File: src/inc/tmu_pkg.sv
// Purpose: Shared constants of the timer unit: register map, field layout and encodings.
// Assumes: APB with 32-bit data, one aligned word per register.
// Notes:   Registers hold their data in the low bits; upper bits read as zero.
package tmu_pkg;

  // ---------------------------------------------------------------------------
  // Register offsets
  // ---------------------------------------------------------------------------
  localparam logic [7:0] TMU_OFF_CTRL0   = 8'h00;
  localparam logic [7:0] TMU_OFF_CTRL1   = 8'h04;
  localparam logic [7:0] TMU_OFF_CNT_LO  = 8'h08;
  localparam logic [7:0] TMU_OFF_CNT_HI  = 8'h0c;
  localparam logic [7:0] TMU_OFF_CMPA_LO = 8'h10;
  localparam logic [7:0] TMU_OFF_CMPA_HI = 8'h14;
  localparam logic [7:0] TMU_OFF_IRQ_STA = 8'h18;
  localparam logic [7:0] TMU_OFF_IRQ_MSK = 8'h1c;
  localparam logic [7:0] TMU_OFF_PIN_SEL = 8'h20;

  // ---------------------------------------------------------------------------
  // Field positions
  // ---------------------------------------------------------------------------
  localparam int TMU_C0_PAUSE   = 7;
  localparam int TMU_C0_CKS_LSB = 4;
  localparam int TMU_C0_ON      = 3;
  localparam int TMU_C0_RP_LSB  = 0;
  localparam int TMU_C1_MODE_LSB = 6;
  localparam int TMU_C1_IO_LSB  = 4;
  localparam int TMU_C1_OC      = 3;
  localparam int TMU_C1_POL     = 2;
  localparam int TMU_C1_CCLR    = 0;
  localparam int TMU_IRQ_A      = 0;
  localparam int TMU_IRQ_P      = 1;
  localparam int TMU_PIN_CKIN   = 0;
  localparam int TMU_PIN_OUTP   = 1;
  localparam int TMU_PIN_OUTN   = 2;

  // ---------------------------------------------------------------------------
  // Reset values and sizes
  // ---------------------------------------------------------------------------
  localparam logic [7:0] TMU_RST_CTRL = 8'h00;
  localparam logic [9:0] TMU_CNT_MAX  = 10'h3ff;
  localparam logic [1:0] TMU_SYS_DIV_LAST = 2'h3;
  localparam logic [5:0] TMU_HI_DIV16_LAST = 6'h0f;
  localparam logic [5:0] TMU_HI_DIV64_LAST = 6'h3f;

  // ---------------------------------------------------------------------------
  // Encodings
  // ---------------------------------------------------------------------------
  typedef enum logic [2:0] {
    TMU_CK_SYS_DIV4 = 3'b000,
    TMU_CK_SYS      = 3'b001,
    TMU_CK_HI_DIV16 = 3'b010,
    TMU_CK_HI_DIV64 = 3'b011,
    TMU_CK_TBC_A    = 3'b100,
    TMU_CK_TBC_B    = 3'b101,
    TMU_CK_EXT_RISE = 3'b110,
    TMU_CK_EXT_FALL = 3'b111
  } tmu_cks_e;

  typedef enum logic [1:0] {
    TMU_M_COMPARE = 2'b00,
    TMU_M_UNDEF   = 2'b01,
    TMU_M_PWM     = 2'b10,
    TMU_M_TIMER   = 2'b11
  } tmu_mode_e;

endpackage

File: src/design/tmu_clk_sel.sv
// Purpose: Counter clock source selection, producing one count tick per source clock.
// Assumes: High and time-base clocks arrive as one-cycle ticks on the system clock.
// Notes:   The external pin is synchronised by two flip-flops before edge detection.
`timescale 1ns/1ps
`default_nettype none
module tmu_clk_sel
  import tmu_pkg::*;
(
  input  wire logic       i_ref_clk,
  input  wire logic       i_reset,
  input  wire logic [2:0] i_sel,
  input  wire logic       i_ext_en,
  input  wire logic       i_high_tick,
  input  wire logic       i_tbc_tick,
  input  wire logic       i_ext_pin,
  output logic            o_tick
);

  logic [1:0] sys_div_q;
  logic [5:0] hi_div_q;
  logic       sync1_q;
  logic       sync2_q;
  logic       sync3_q;
  logic       tick_d;

  // ---------------------------------------------------------------------------
  // Prescalers
  // ---------------------------------------------------------------------------
  always_ff @(posedge i_ref_clk) begin
    if (i_reset) begin
      sys_div_q <= 2'h0;
    end else begin
      sys_div_q <= sys_div_q + 2'h1;
    end
  end

  always_ff @(posedge i_ref_clk) begin
    if (i_reset) begin
      hi_div_q <= 6'h00;
    end else if (i_high_tick) begin
      hi_div_q <= hi_div_q + 6'h01;
    end
  end

  // ---------------------------------------------------------------------------
  // External pin synchroniser
  // ---------------------------------------------------------------------------
  always_ff @(posedge i_ref_clk) begin
    if (i_reset) begin
      sync1_q <= 1'b0;
      sync2_q <= 1'b0;
      sync3_q <= 1'b0;
    end else begin
      sync1_q <= i_ext_pin;
      sync2_q <= sync1_q;
      sync3_q <= sync2_q;
    end
  end

  // ---------------------------------------------------------------------------
  // Source select
  // ---------------------------------------------------------------------------
  always_comb begin
    case (tmu_cks_e'(i_sel))
      TMU_CK_SYS_DIV4: tick_d = (sys_div_q == TMU_SYS_DIV_LAST);
      TMU_CK_SYS:      tick_d = 1'b1;
      TMU_CK_HI_DIV16: tick_d = i_high_tick && (hi_div_q[3:0] == TMU_HI_DIV16_LAST[3:0]);
      TMU_CK_HI_DIV64: tick_d = i_high_tick && (hi_div_q == TMU_HI_DIV64_LAST);
      TMU_CK_TBC_A:    tick_d = i_tbc_tick;
      TMU_CK_TBC_B:    tick_d = i_tbc_tick;
      TMU_CK_EXT_RISE: tick_d = i_ext_en && sync2_q && !sync3_q;
      TMU_CK_EXT_FALL: tick_d = i_ext_en && !sync2_q && sync3_q;
      default:         tick_d = 1'b0;
    endcase
  end

  always_ff @(posedge i_ref_clk) begin
    if (i_reset) begin
      o_tick <= 1'b0;
    end else begin
      o_tick <= tick_d;
    end
  end

endmodule
`default_nettype wire

File: src/design/tmu_timer.sv
// Purpose: Standard timer unit: 10-bit counter, two comparators, output pins, APB registers.
// Assumes: APB slave with one wait state; internal clock ticks come from same-clock logic.
// Notes:   Low bytes of counter and compare A pass through one shared 8-bit holding buffer.
`timescale 1ns/1ps
`default_nettype none
module tmu_timer
  import tmu_pkg::*;
#(
  parameter int ADDR_W = 8
) (
  input  wire logic              i_ref_clk,
  input  wire logic              i_reset,
  input  wire logic              i_psel,
  input  wire logic              i_penable,
  input  wire logic              i_pwrite,
  input  wire logic [ADDR_W-1:0] i_paddr,
  input  wire logic [31:0]       i_pwdata,
  output logic [31:0]            o_prdata,
  output logic                   o_pready,
  output logic                   o_pslverr,
  input  wire logic              i_internal_high_clock,
  input  wire logic              i_time_base_clock,
  input  wire logic              i_timer_ext_clock_in,
  output logic                   o_timer_out_primary,
  output logic                   o_timer_out_inverted,
  output logic [2:0]             o_pin_timer_sel,
  output logic                   o_irq
);

  if (ADDR_W < 8) begin : g_bad_addr_w
    $error("ADDR_W must be at least 8");
  end

  logic [7:0]  ctrl0_q;
  logic [7:0]  ctrl1_q;
  logic [9:0]  cnt_q;
  logic [9:0]  cmpa_q;
  logic [7:0]  hold_q;
  logic [1:0]  sta_q;
  logic [1:0]  msk_q;
  logic [2:0]  pin_q;
  logic        on_prev_q;
  logic        out_q;
  logic        pulse_done_q;
  logic        tick;
  logic        run;
  logic        on_rise;
  logic [9:0]  cnt_inc;
  logic        hit_a;
  logic        hit_p;
  logic        ev_a;
  logic        ev_p;
  logic        clr_cnt;
  logic        wr_fire;
  logic        rd_fire;
  logic        mapped;
  logic        addr_hi_ok;
  logic [7:0]  off;
  logic [31:0] rdata;
  logic [2:0]  rp;
  logic [1:0]  mode;
  logic [1:0]  io;
  logic [1:0]  sta_d;

  assign off     = i_paddr[7:0];
  assign rp      = ctrl0_q[TMU_C0_RP_LSB +: 3];
  assign mode    = ctrl1_q[TMU_C1_MODE_LSB +: 2];
  assign io      = ctrl1_q[TMU_C1_IO_LSB +: 2];
  assign run     = ctrl0_q[TMU_C0_ON] && !ctrl0_q[TMU_C0_PAUSE];
  assign on_rise = ctrl0_q[TMU_C0_ON] && !on_prev_q;
  assign wr_fire = i_psel && i_penable && o_pready && i_pwrite && addr_hi_ok;
  assign rd_fire = i_psel && i_penable && !o_pready && !i_pwrite && addr_hi_ok;

  // Address bits above the register map must be zero; an 8-bit bus has none.
  if (ADDR_W > 8) begin : g_addr_hi
    assign addr_hi_ok = (i_paddr[ADDR_W-1:8] == '0);
  end else begin : g_addr_lo
    assign addr_hi_ok = 1'b1;
  end

  // ---------------------------------------------------------------------------
  // Count clock
  // ---------------------------------------------------------------------------
  tmu_clk_sel u_clk_sel (
    .i_ref_clk   (i_ref_clk),
    .i_reset     (i_reset),
    .i_sel       (ctrl0_q[TMU_C0_CKS_LSB +: 3]),
    .i_ext_en    (pin_q[TMU_PIN_CKIN]),
    .i_high_tick (i_internal_high_clock),
    .i_tbc_tick  (i_time_base_clock),
    .i_ext_pin   (i_timer_ext_clock_in),
    .o_tick      (tick)
  );

  // ---------------------------------------------------------------------------
  // Comparators and counter
  // ---------------------------------------------------------------------------
  assign cnt_inc = cnt_q + 10'h001;
  // A period value of zero lets the counter run to its overflow.
  assign hit_p = (rp == 3'h0) ? (cnt_q == TMU_CNT_MAX)
                              : ((cnt_inc[9:7] == rp) && (cnt_inc[6:0] == 7'h00));
  assign hit_a = (cnt_inc == cmpa_q);
  assign ev_p  = run && tick && hit_p;
  assign ev_a  = run && tick && hit_a;
  assign clr_cnt = ctrl1_q[TMU_C1_CCLR] ? hit_a : hit_p;

  always_ff @(posedge i_ref_clk) begin
    if (i_reset) begin
      on_prev_q <= 1'b0;
    end else begin
      on_prev_q <= ctrl0_q[TMU_C0_ON];
    end
  end

  always_ff @(posedge i_ref_clk) begin
    if (i_reset) begin
      cnt_q <= 10'h000;
    end else if (on_rise) begin
      cnt_q <= 10'h000;
    end else if (run && tick) begin
      if (clr_cnt) begin
        cnt_q <= 10'h000;
      end else begin
        cnt_q <= cnt_inc;
      end
    end
  end

  // ---------------------------------------------------------------------------
  // Output pin logic
  // ---------------------------------------------------------------------------
  always_ff @(posedge i_ref_clk) begin
    if (i_reset) begin
      out_q        <= 1'b0;
      pulse_done_q <= 1'b0;
    end else if (on_rise) begin
      out_q        <= ctrl1_q[TMU_C1_OC];
      pulse_done_q <= 1'b0;
    end else begin
      case (tmu_mode_e'(mode))
        TMU_M_COMPARE: begin
          if (ev_a) begin
            case (io)
              2'b01:   out_q <= 1'b0;
              2'b10:   out_q <= 1'b1;
              2'b11:   out_q <= !out_q;
              default: out_q <= out_q;
            endcase
          end
        end
        TMU_M_PWM: begin
          case (io)
            2'b00:   out_q <= !ctrl1_q[TMU_C1_OC];
            2'b01:   out_q <= ctrl1_q[TMU_C1_OC];
            2'b10: begin
              if (ev_a) begin
                out_q <= !ctrl1_q[TMU_C1_OC];
              end else if (run && tick && clr_cnt) begin
                out_q <= ctrl1_q[TMU_C1_OC];
              end
            end
            default: begin
              if (ev_a) begin
                out_q        <= !ctrl1_q[TMU_C1_OC];
                pulse_done_q <= 1'b1;
              end else if (!pulse_done_q && run) begin
                out_q <= ctrl1_q[TMU_C1_OC];
              end
            end
          endcase
        end
        default: out_q <= out_q;
      endcase
    end
  end

  always_ff @(posedge i_ref_clk) begin
    if (i_reset) begin
      o_timer_out_primary  <= 1'b0;
      o_timer_out_inverted <= 1'b0;
      o_pin_timer_sel      <= 3'h0;
    end else begin
      o_timer_out_primary  <= pin_q[TMU_PIN_OUTP] &&
                              (out_q ^ ctrl1_q[TMU_C1_POL]);
      o_timer_out_inverted <= pin_q[TMU_PIN_OUTN] &&
                              !(out_q ^ ctrl1_q[TMU_C1_POL]);
      o_pin_timer_sel      <= pin_q;
    end
  end

  // ---------------------------------------------------------------------------
  // Control registers
  // ---------------------------------------------------------------------------
  always_ff @(posedge i_ref_clk) begin
    if (i_reset) begin
      ctrl0_q <= TMU_RST_CTRL;
      ctrl1_q <= TMU_RST_CTRL;
      msk_q   <= 2'h0;
      pin_q   <= 3'h0;
    end else if (wr_fire) begin
      case (off)
        TMU_OFF_CTRL0:   ctrl0_q <= i_pwdata[7:0];
        TMU_OFF_CTRL1:   ctrl1_q <= i_pwdata[7:0];
        TMU_OFF_IRQ_MSK: msk_q   <= i_pwdata[1:0];
        TMU_OFF_PIN_SEL: pin_q   <= i_pwdata[2:0];
        default:         ctrl0_q <= ctrl0_q;
      endcase
    end
  end

  // ---------------------------------------------------------------------------
  // Compare A and holding buffer
  // ---------------------------------------------------------------------------
  always_ff @(posedge i_ref_clk) begin
    if (i_reset) begin
      cmpa_q <= 10'h000;
    end else if (wr_fire && (off == TMU_OFF_CMPA_HI)) begin
      cmpa_q <= {i_pwdata[1:0], hold_q};
    end
  end

  always_ff @(posedge i_ref_clk) begin
    if (i_reset) begin
      hold_q <= 8'h00;
    end else if (wr_fire && (off == TMU_OFF_CMPA_LO)) begin
      hold_q <= i_pwdata[7:0];
    end else if (rd_fire && (off == TMU_OFF_CNT_HI)) begin
      hold_q <= cnt_q[7:0];
    end else if (rd_fire && (off == TMU_OFF_CMPA_HI)) begin
      hold_q <= cmpa_q[7:0];
    end
  end

  // ---------------------------------------------------------------------------
  // Interrupts
  // ---------------------------------------------------------------------------
  always_comb begin
    sta_d = sta_q;
    if (wr_fire && (off == TMU_OFF_IRQ_STA)) begin
      sta_d = sta_q & ~i_pwdata[1:0];
    end
    sta_d[TMU_IRQ_A] = sta_d[TMU_IRQ_A] | ev_a;
    sta_d[TMU_IRQ_P] = sta_d[TMU_IRQ_P] | ev_p;
  end

  always_ff @(posedge i_ref_clk) begin
    if (i_reset) begin
      sta_q <= 2'h0;
      o_irq <= 1'b0;
    end else begin
      sta_q <= sta_d;
      o_irq <= |(sta_d & msk_q);
    end
  end

  // ---------------------------------------------------------------------------
  // APB read path
  // ---------------------------------------------------------------------------
  always_comb begin
    rdata  = 32'h0000_0000;
    mapped = 1'b1;
    case (off)
      TMU_OFF_CTRL0:   rdata[7:0] = ctrl0_q;
      TMU_OFF_CTRL1:   rdata[7:0] = ctrl1_q;
      TMU_OFF_CNT_LO:  rdata[7:0] = hold_q;
      TMU_OFF_CNT_HI:  rdata[1:0] = cnt_q[9:8];
      TMU_OFF_CMPA_LO: rdata[7:0] = hold_q;
      TMU_OFF_CMPA_HI: rdata[1:0] = cmpa_q[9:8];
      TMU_OFF_IRQ_STA: rdata[1:0] = sta_q;
      TMU_OFF_IRQ_MSK: rdata[1:0] = msk_q;
      TMU_OFF_PIN_SEL: rdata[2:0] = pin_q;
      default:         mapped     = 1'b0;
    endcase
    if (!addr_hi_ok) begin
      mapped = 1'b0;
    end
  end

  always_ff @(posedge i_ref_clk) begin
    if (i_reset) begin
      o_pready  <= 1'b0;
      o_prdata  <= 32'h0000_0000;
      o_pslverr <= 1'b0;
    end else if (i_psel && i_penable && !o_pready) begin
      o_pready  <= 1'b1;
      o_prdata  <= i_pwrite ? 32'h0000_0000 : (mapped ? rdata : 32'h0000_0000);
      o_pslverr <= !mapped;
    end else begin
      o_pready  <= 1'b0;
      o_pslverr <= 1'b0;
    end
  end

endmodule
`default_nettype wire

File: config.mk
export PLATFORM = sky130hd
export DESIGN_NAME = tmu_timer
export DESIGN_NICKNAME = d
export VERILOG_FILES = /design/src/inc/tmu_pkg.sv /design/src/design/tmu_clk_sel.sv /design/src/design/tmu_timer.sv
export SDC_FILE = /design/constraint.sdc
export NUM_CORES = 1
export LEC_CHECK = 0
export ABC_AREA = 1
export BUFFER_PORTS_ARGS = -buffer_cell sky130_fd_sc_hd__buf_4
export CAP_MARGIN = 20
export CORE_ASPECT_RATIO = 0.75
export CORE_MARGIN = 2
export CORE_UTILIZATION = 55
export DETAILED_ROUTE_END_ITERATION = 16
export GPL_ROUTABILITY_DRIVEN = 0
export PLACE_DENSITY = 0.86
export SLEW_MARGIN = 40
export SYNTH_ARGS = -nofsm -noshare
export SYNTH_HDL_FRONTEND = slang
export SYNTH_HIERARCHICAL = 1
export SYNTH_SLANG_ARGS = --single-unit
File: constraint.sdc
create_clock -name i_ref_clk -period 2.7 [get_ports i_ref_clk]
set_input_delay 0.675 -clock i_ref_clk [delete_from_list [all_inputs] [get_ports i_ref_clk]]
set_output_delay 0.675 -clock i_ref_clk [all_outputs]
set_load 0.005 [all_outputs]
==> summary.md <==
| Metric | Value |
|---|---|
| Syn Inst Count | 649 |
| Post-DP HPWL | between 8000 and 9000 um |
| DRT Wirelength | 12000 um |
| TritonCTS clock tree | yes |
| Fin util | between 60% and 70% |
| Outcome | completed |
| 1st-pass router iterations | 5 |
| Hold crit path type | reg -> reg |
| Power per Cell Area | roughly 460 nW/um2 |
| Worst Reg-to-Reg Cells | 14 |
| Met2 GRT Util | ~45% |
| Die W | approximately 110 um |
| Hold depth | 2 |
| Share of cells above drive strength 1 | 16.0% |
| Gr busiest metal | met2 |
| Cts hold-fix bufs | 0 |
| WHS | between 0.4 and 0.5 ns |
| Iter 0 DRT Violations | roughly 340 |
| Max-slew violations | 0 |
| Fin. Hold Viols | 0 |
| Grt total ovfl | 0 |
| Starting Density | a little under three fifths |
| Leakage | between 2 and 2.5 nW |
| Area taken by multi-input logic gates | around 2300 um2 |
| Required @ worst endpoint | 2.97 ns |
| # resized after CTS | 0 |
| Vias per inst | between 5 and 6 |
| Worst-Skew Late Latency | 0.37 ns |
| Core area | 7850 um2 |
| End point of the worst hold path | u_clk_sel/sync2_q |
| Initial antenna violation count | 0 |
| Ant diodes | 0 |
| CTS sink cnt | 82 |
| Placement Rows | 28 |
| VDD IR max | 0.374 mV |
| Worst-path maximum fanout | 8 |
| First-pass GRT wire length | 19400 um |
| CTS max path bufs | 2 |
| F_max | approximately 0.40 GHz |
| Met3 GRT Util | 8.49% |
| Setup TNS | 0 ns |
| Inst Count DP | just under 800 |
| Post-CTS Setup Repair Bufs | 0 |
| Hold wc startpoint | u_clk_sel/sync1_q |
| Startpoint types | flip-flop |
| GRT Overall Usage | 28.4% |
| Antenna-violating nets left | 0 |
| CP endpoint kind | flip-flop |
| Fin crit period | between 2 and 2.5 ns |
| Routed len/inst | 15.0 um |
| Post-Layout Cell Count | around 800 |
| WS Path Type | reg -> reg |
| Layout fillers | around 700 |
| Final worst-path cycle share | 91.7% |
| Largest net degree at the start of global routing | 33 |
| Reg2reg setup slack | between 0.2 and 0.25 ns |
| Via count | roughly 4500 |
| CTS Root Cell | clkbuf_8 |
| Net count, final | between 700 and 800 |
| Setup violators final | 0 |
| CTS buffer count | 9 |
| Reg area | 1640 um2 |
| Finished layout cell area | 4960 um2 |
| Crit Reg-Reg Startpoint | cnt_q[0] |
| Mapped Area | approximately 4400 um2 |
| Place WS | ~0.088 ns |
| Commonest cells after routing, fill and taps aside | 140 x nand2_1, 83 x inv_1, 82 x dfxtp_1 |
| Placed Instance Area | about 4800 um2 |
| DIE AREA | 8760 um2 |
| Arr. time, crit path | about 2.7 ns |
| Syn_area_per_cell | a little under 7 um2 |
| Max-cap violation count | 0 |
| Commonest non-fill, non-tap cell in the layout | nand2_1 |
| Slew HR | approximately three fifths |
| RSZ-0062 raised after global routing | false |
| YS warnings | 6 |
| Met1 Track Usage GR | between 30% and 40% |
| Actual slew at the worst max-slew pin | 0.613 ns |
| CTS clk-pin slew, worst paths | ~0.090 ns |
| PortBufs | 39 |
| # DRC | 0 |
| Power, Total | ~2.3 mW |
| Clock Skew | 0.0131 ns |
| R2R Path End | out_q |
| Netlist cell types | 36 |
| Yosys reg bits | 82 |
| I/O pin count | 88 |
| H-tree depth | 3 |
| Final worst slack | 0.224 ns |
| Die Ht | between 80 and 90 um |
| Vias in the first global route | approximately 4000 |
| Synth-to-layout area growth | 12.5% |
| Seq/Total Area, Yosys | 37.2% |
## report_power, final
group	internal (mW)	leakage [nW]	switching, mW	total, mW
Clock	0.444	0.102	0.495	0.938
Combinational	0.0424	1.25	0.0738	0.116
Sequential	1.22	0.662	0.00492	1.22
## metal layers
metal  part of all wire, %  vias up
li1                      -     2159
met5                     0        -
met4                   1.3        0
met1                    42     2040
met2                    44      257
met3                    13       21
## layout make-up
| cell class | count | area share (%) |
|---|---|---|
| clock buffer | 9 | 2.50 |
| clock inverter | 7 | 1.64 |
| inverter | 93 | 7.04 |
| multi-input combinational | 457 | 45.5 |
| sequential | 82 | 33.1 |
| tap | 105 | 2.65 |
| timing repair buffer | 50 | 7.57 |
## worst max-delay path: stages, from the launching register on
cell and delay [ns]:
dfxtp_1 0.49, ha_1 0.30, nand3_2 0.19, nand2_1 0.14, nand2_1 0.10, nor2_1 0.16, nand2_1 0.07, nor2_1 0.14
nand4_1 0.16, nand3_2 0.12, nand3_1 0.16, nand4_1 0.12, nand2_1 0.08, a21oi_1 0.12, nor2_1 0.05
## how the worst max path moves through the flow
stage,from,to,slack (ns),cells past startpoint
2_1_floorplan,i_paddr[7],hold_q[7],0.63,12
3_3_place_gp,i_paddr[7],hold_q[1],0.19,11
3_5_place_dp,i_paddr[7],hold_q[7],0.09,10
4_1_cts,cnt_q[0],out_q,0.29,14
5_1_grt,cnt_q[0],out_q,0.04,14
6_report,cnt_q[0],out_q,0.22,14
## state kept, by name (all words and copies together) (netlist names), 2 cells and up
register,count
msk_q,2
cnt_q,10
u_clk_sel/hi_div_q,6
hold_q,8
cmpa_q,10
ctrl0_q,8
ctrl1_q,8
u_clk_sel/sys_div_q,2
pin_q,3
o_prdata,8
sta_q,2
o_pin_timer_sel,3
## synth_stat cells
cell type  count  share of area, %
inv_2          8              0.68
nand4_1       11               1.6
nand3_2        9               2.0
nand2_2       15               2.1
inv_1         83               7.1
o21ba_2        1              0.23
a211oi_1       1              0.17
conb_1         1             0.085
a21oi_1       64               7.3
o211ai_1      15               2.6
clkinv_1       2              0.17
nand3_1       35               4.0
nor4_1         1              0.14
nor2_4         5               1.3
buf_2          3              0.34
o221ai_1       2              0.40
ha_1           4               1.1
o32ai_1        1              0.20
a22o_1         1              0.20
o21ai_0       41               4.7
dfxtp_1       82                37
a221oi_1       2              0.40
buf_1          1             0.085
clkbuf_1      11              0.94
o21ai_1        2              0.23
nor2_1        53               4.5
o2111ai_1      1              0.20
and2_1         1              0.14
o22ai_1        3              0.43
nor3_2         1              0.23
nor3_1        15               1.7
nand2_1      140                12
o21ai_2        2              0.40
xnor2_1        2              0.40
nor2_2         5              0.71
buf_4         25               4.3
## kinds of logic after synthesis
kind of cell / after synthesis / share of synthesized area, %
fa+ha+maj: 4 / 1.13
simple gates: 291 / 30.3
flops: 82 / 37.2
buf+inv: 133 / 13.5
compound gates: 136 / 17.3
other cells: 1 / 0.0850
xor+xnor: 2 / 0.397
(Power assumes the default switching activity.)
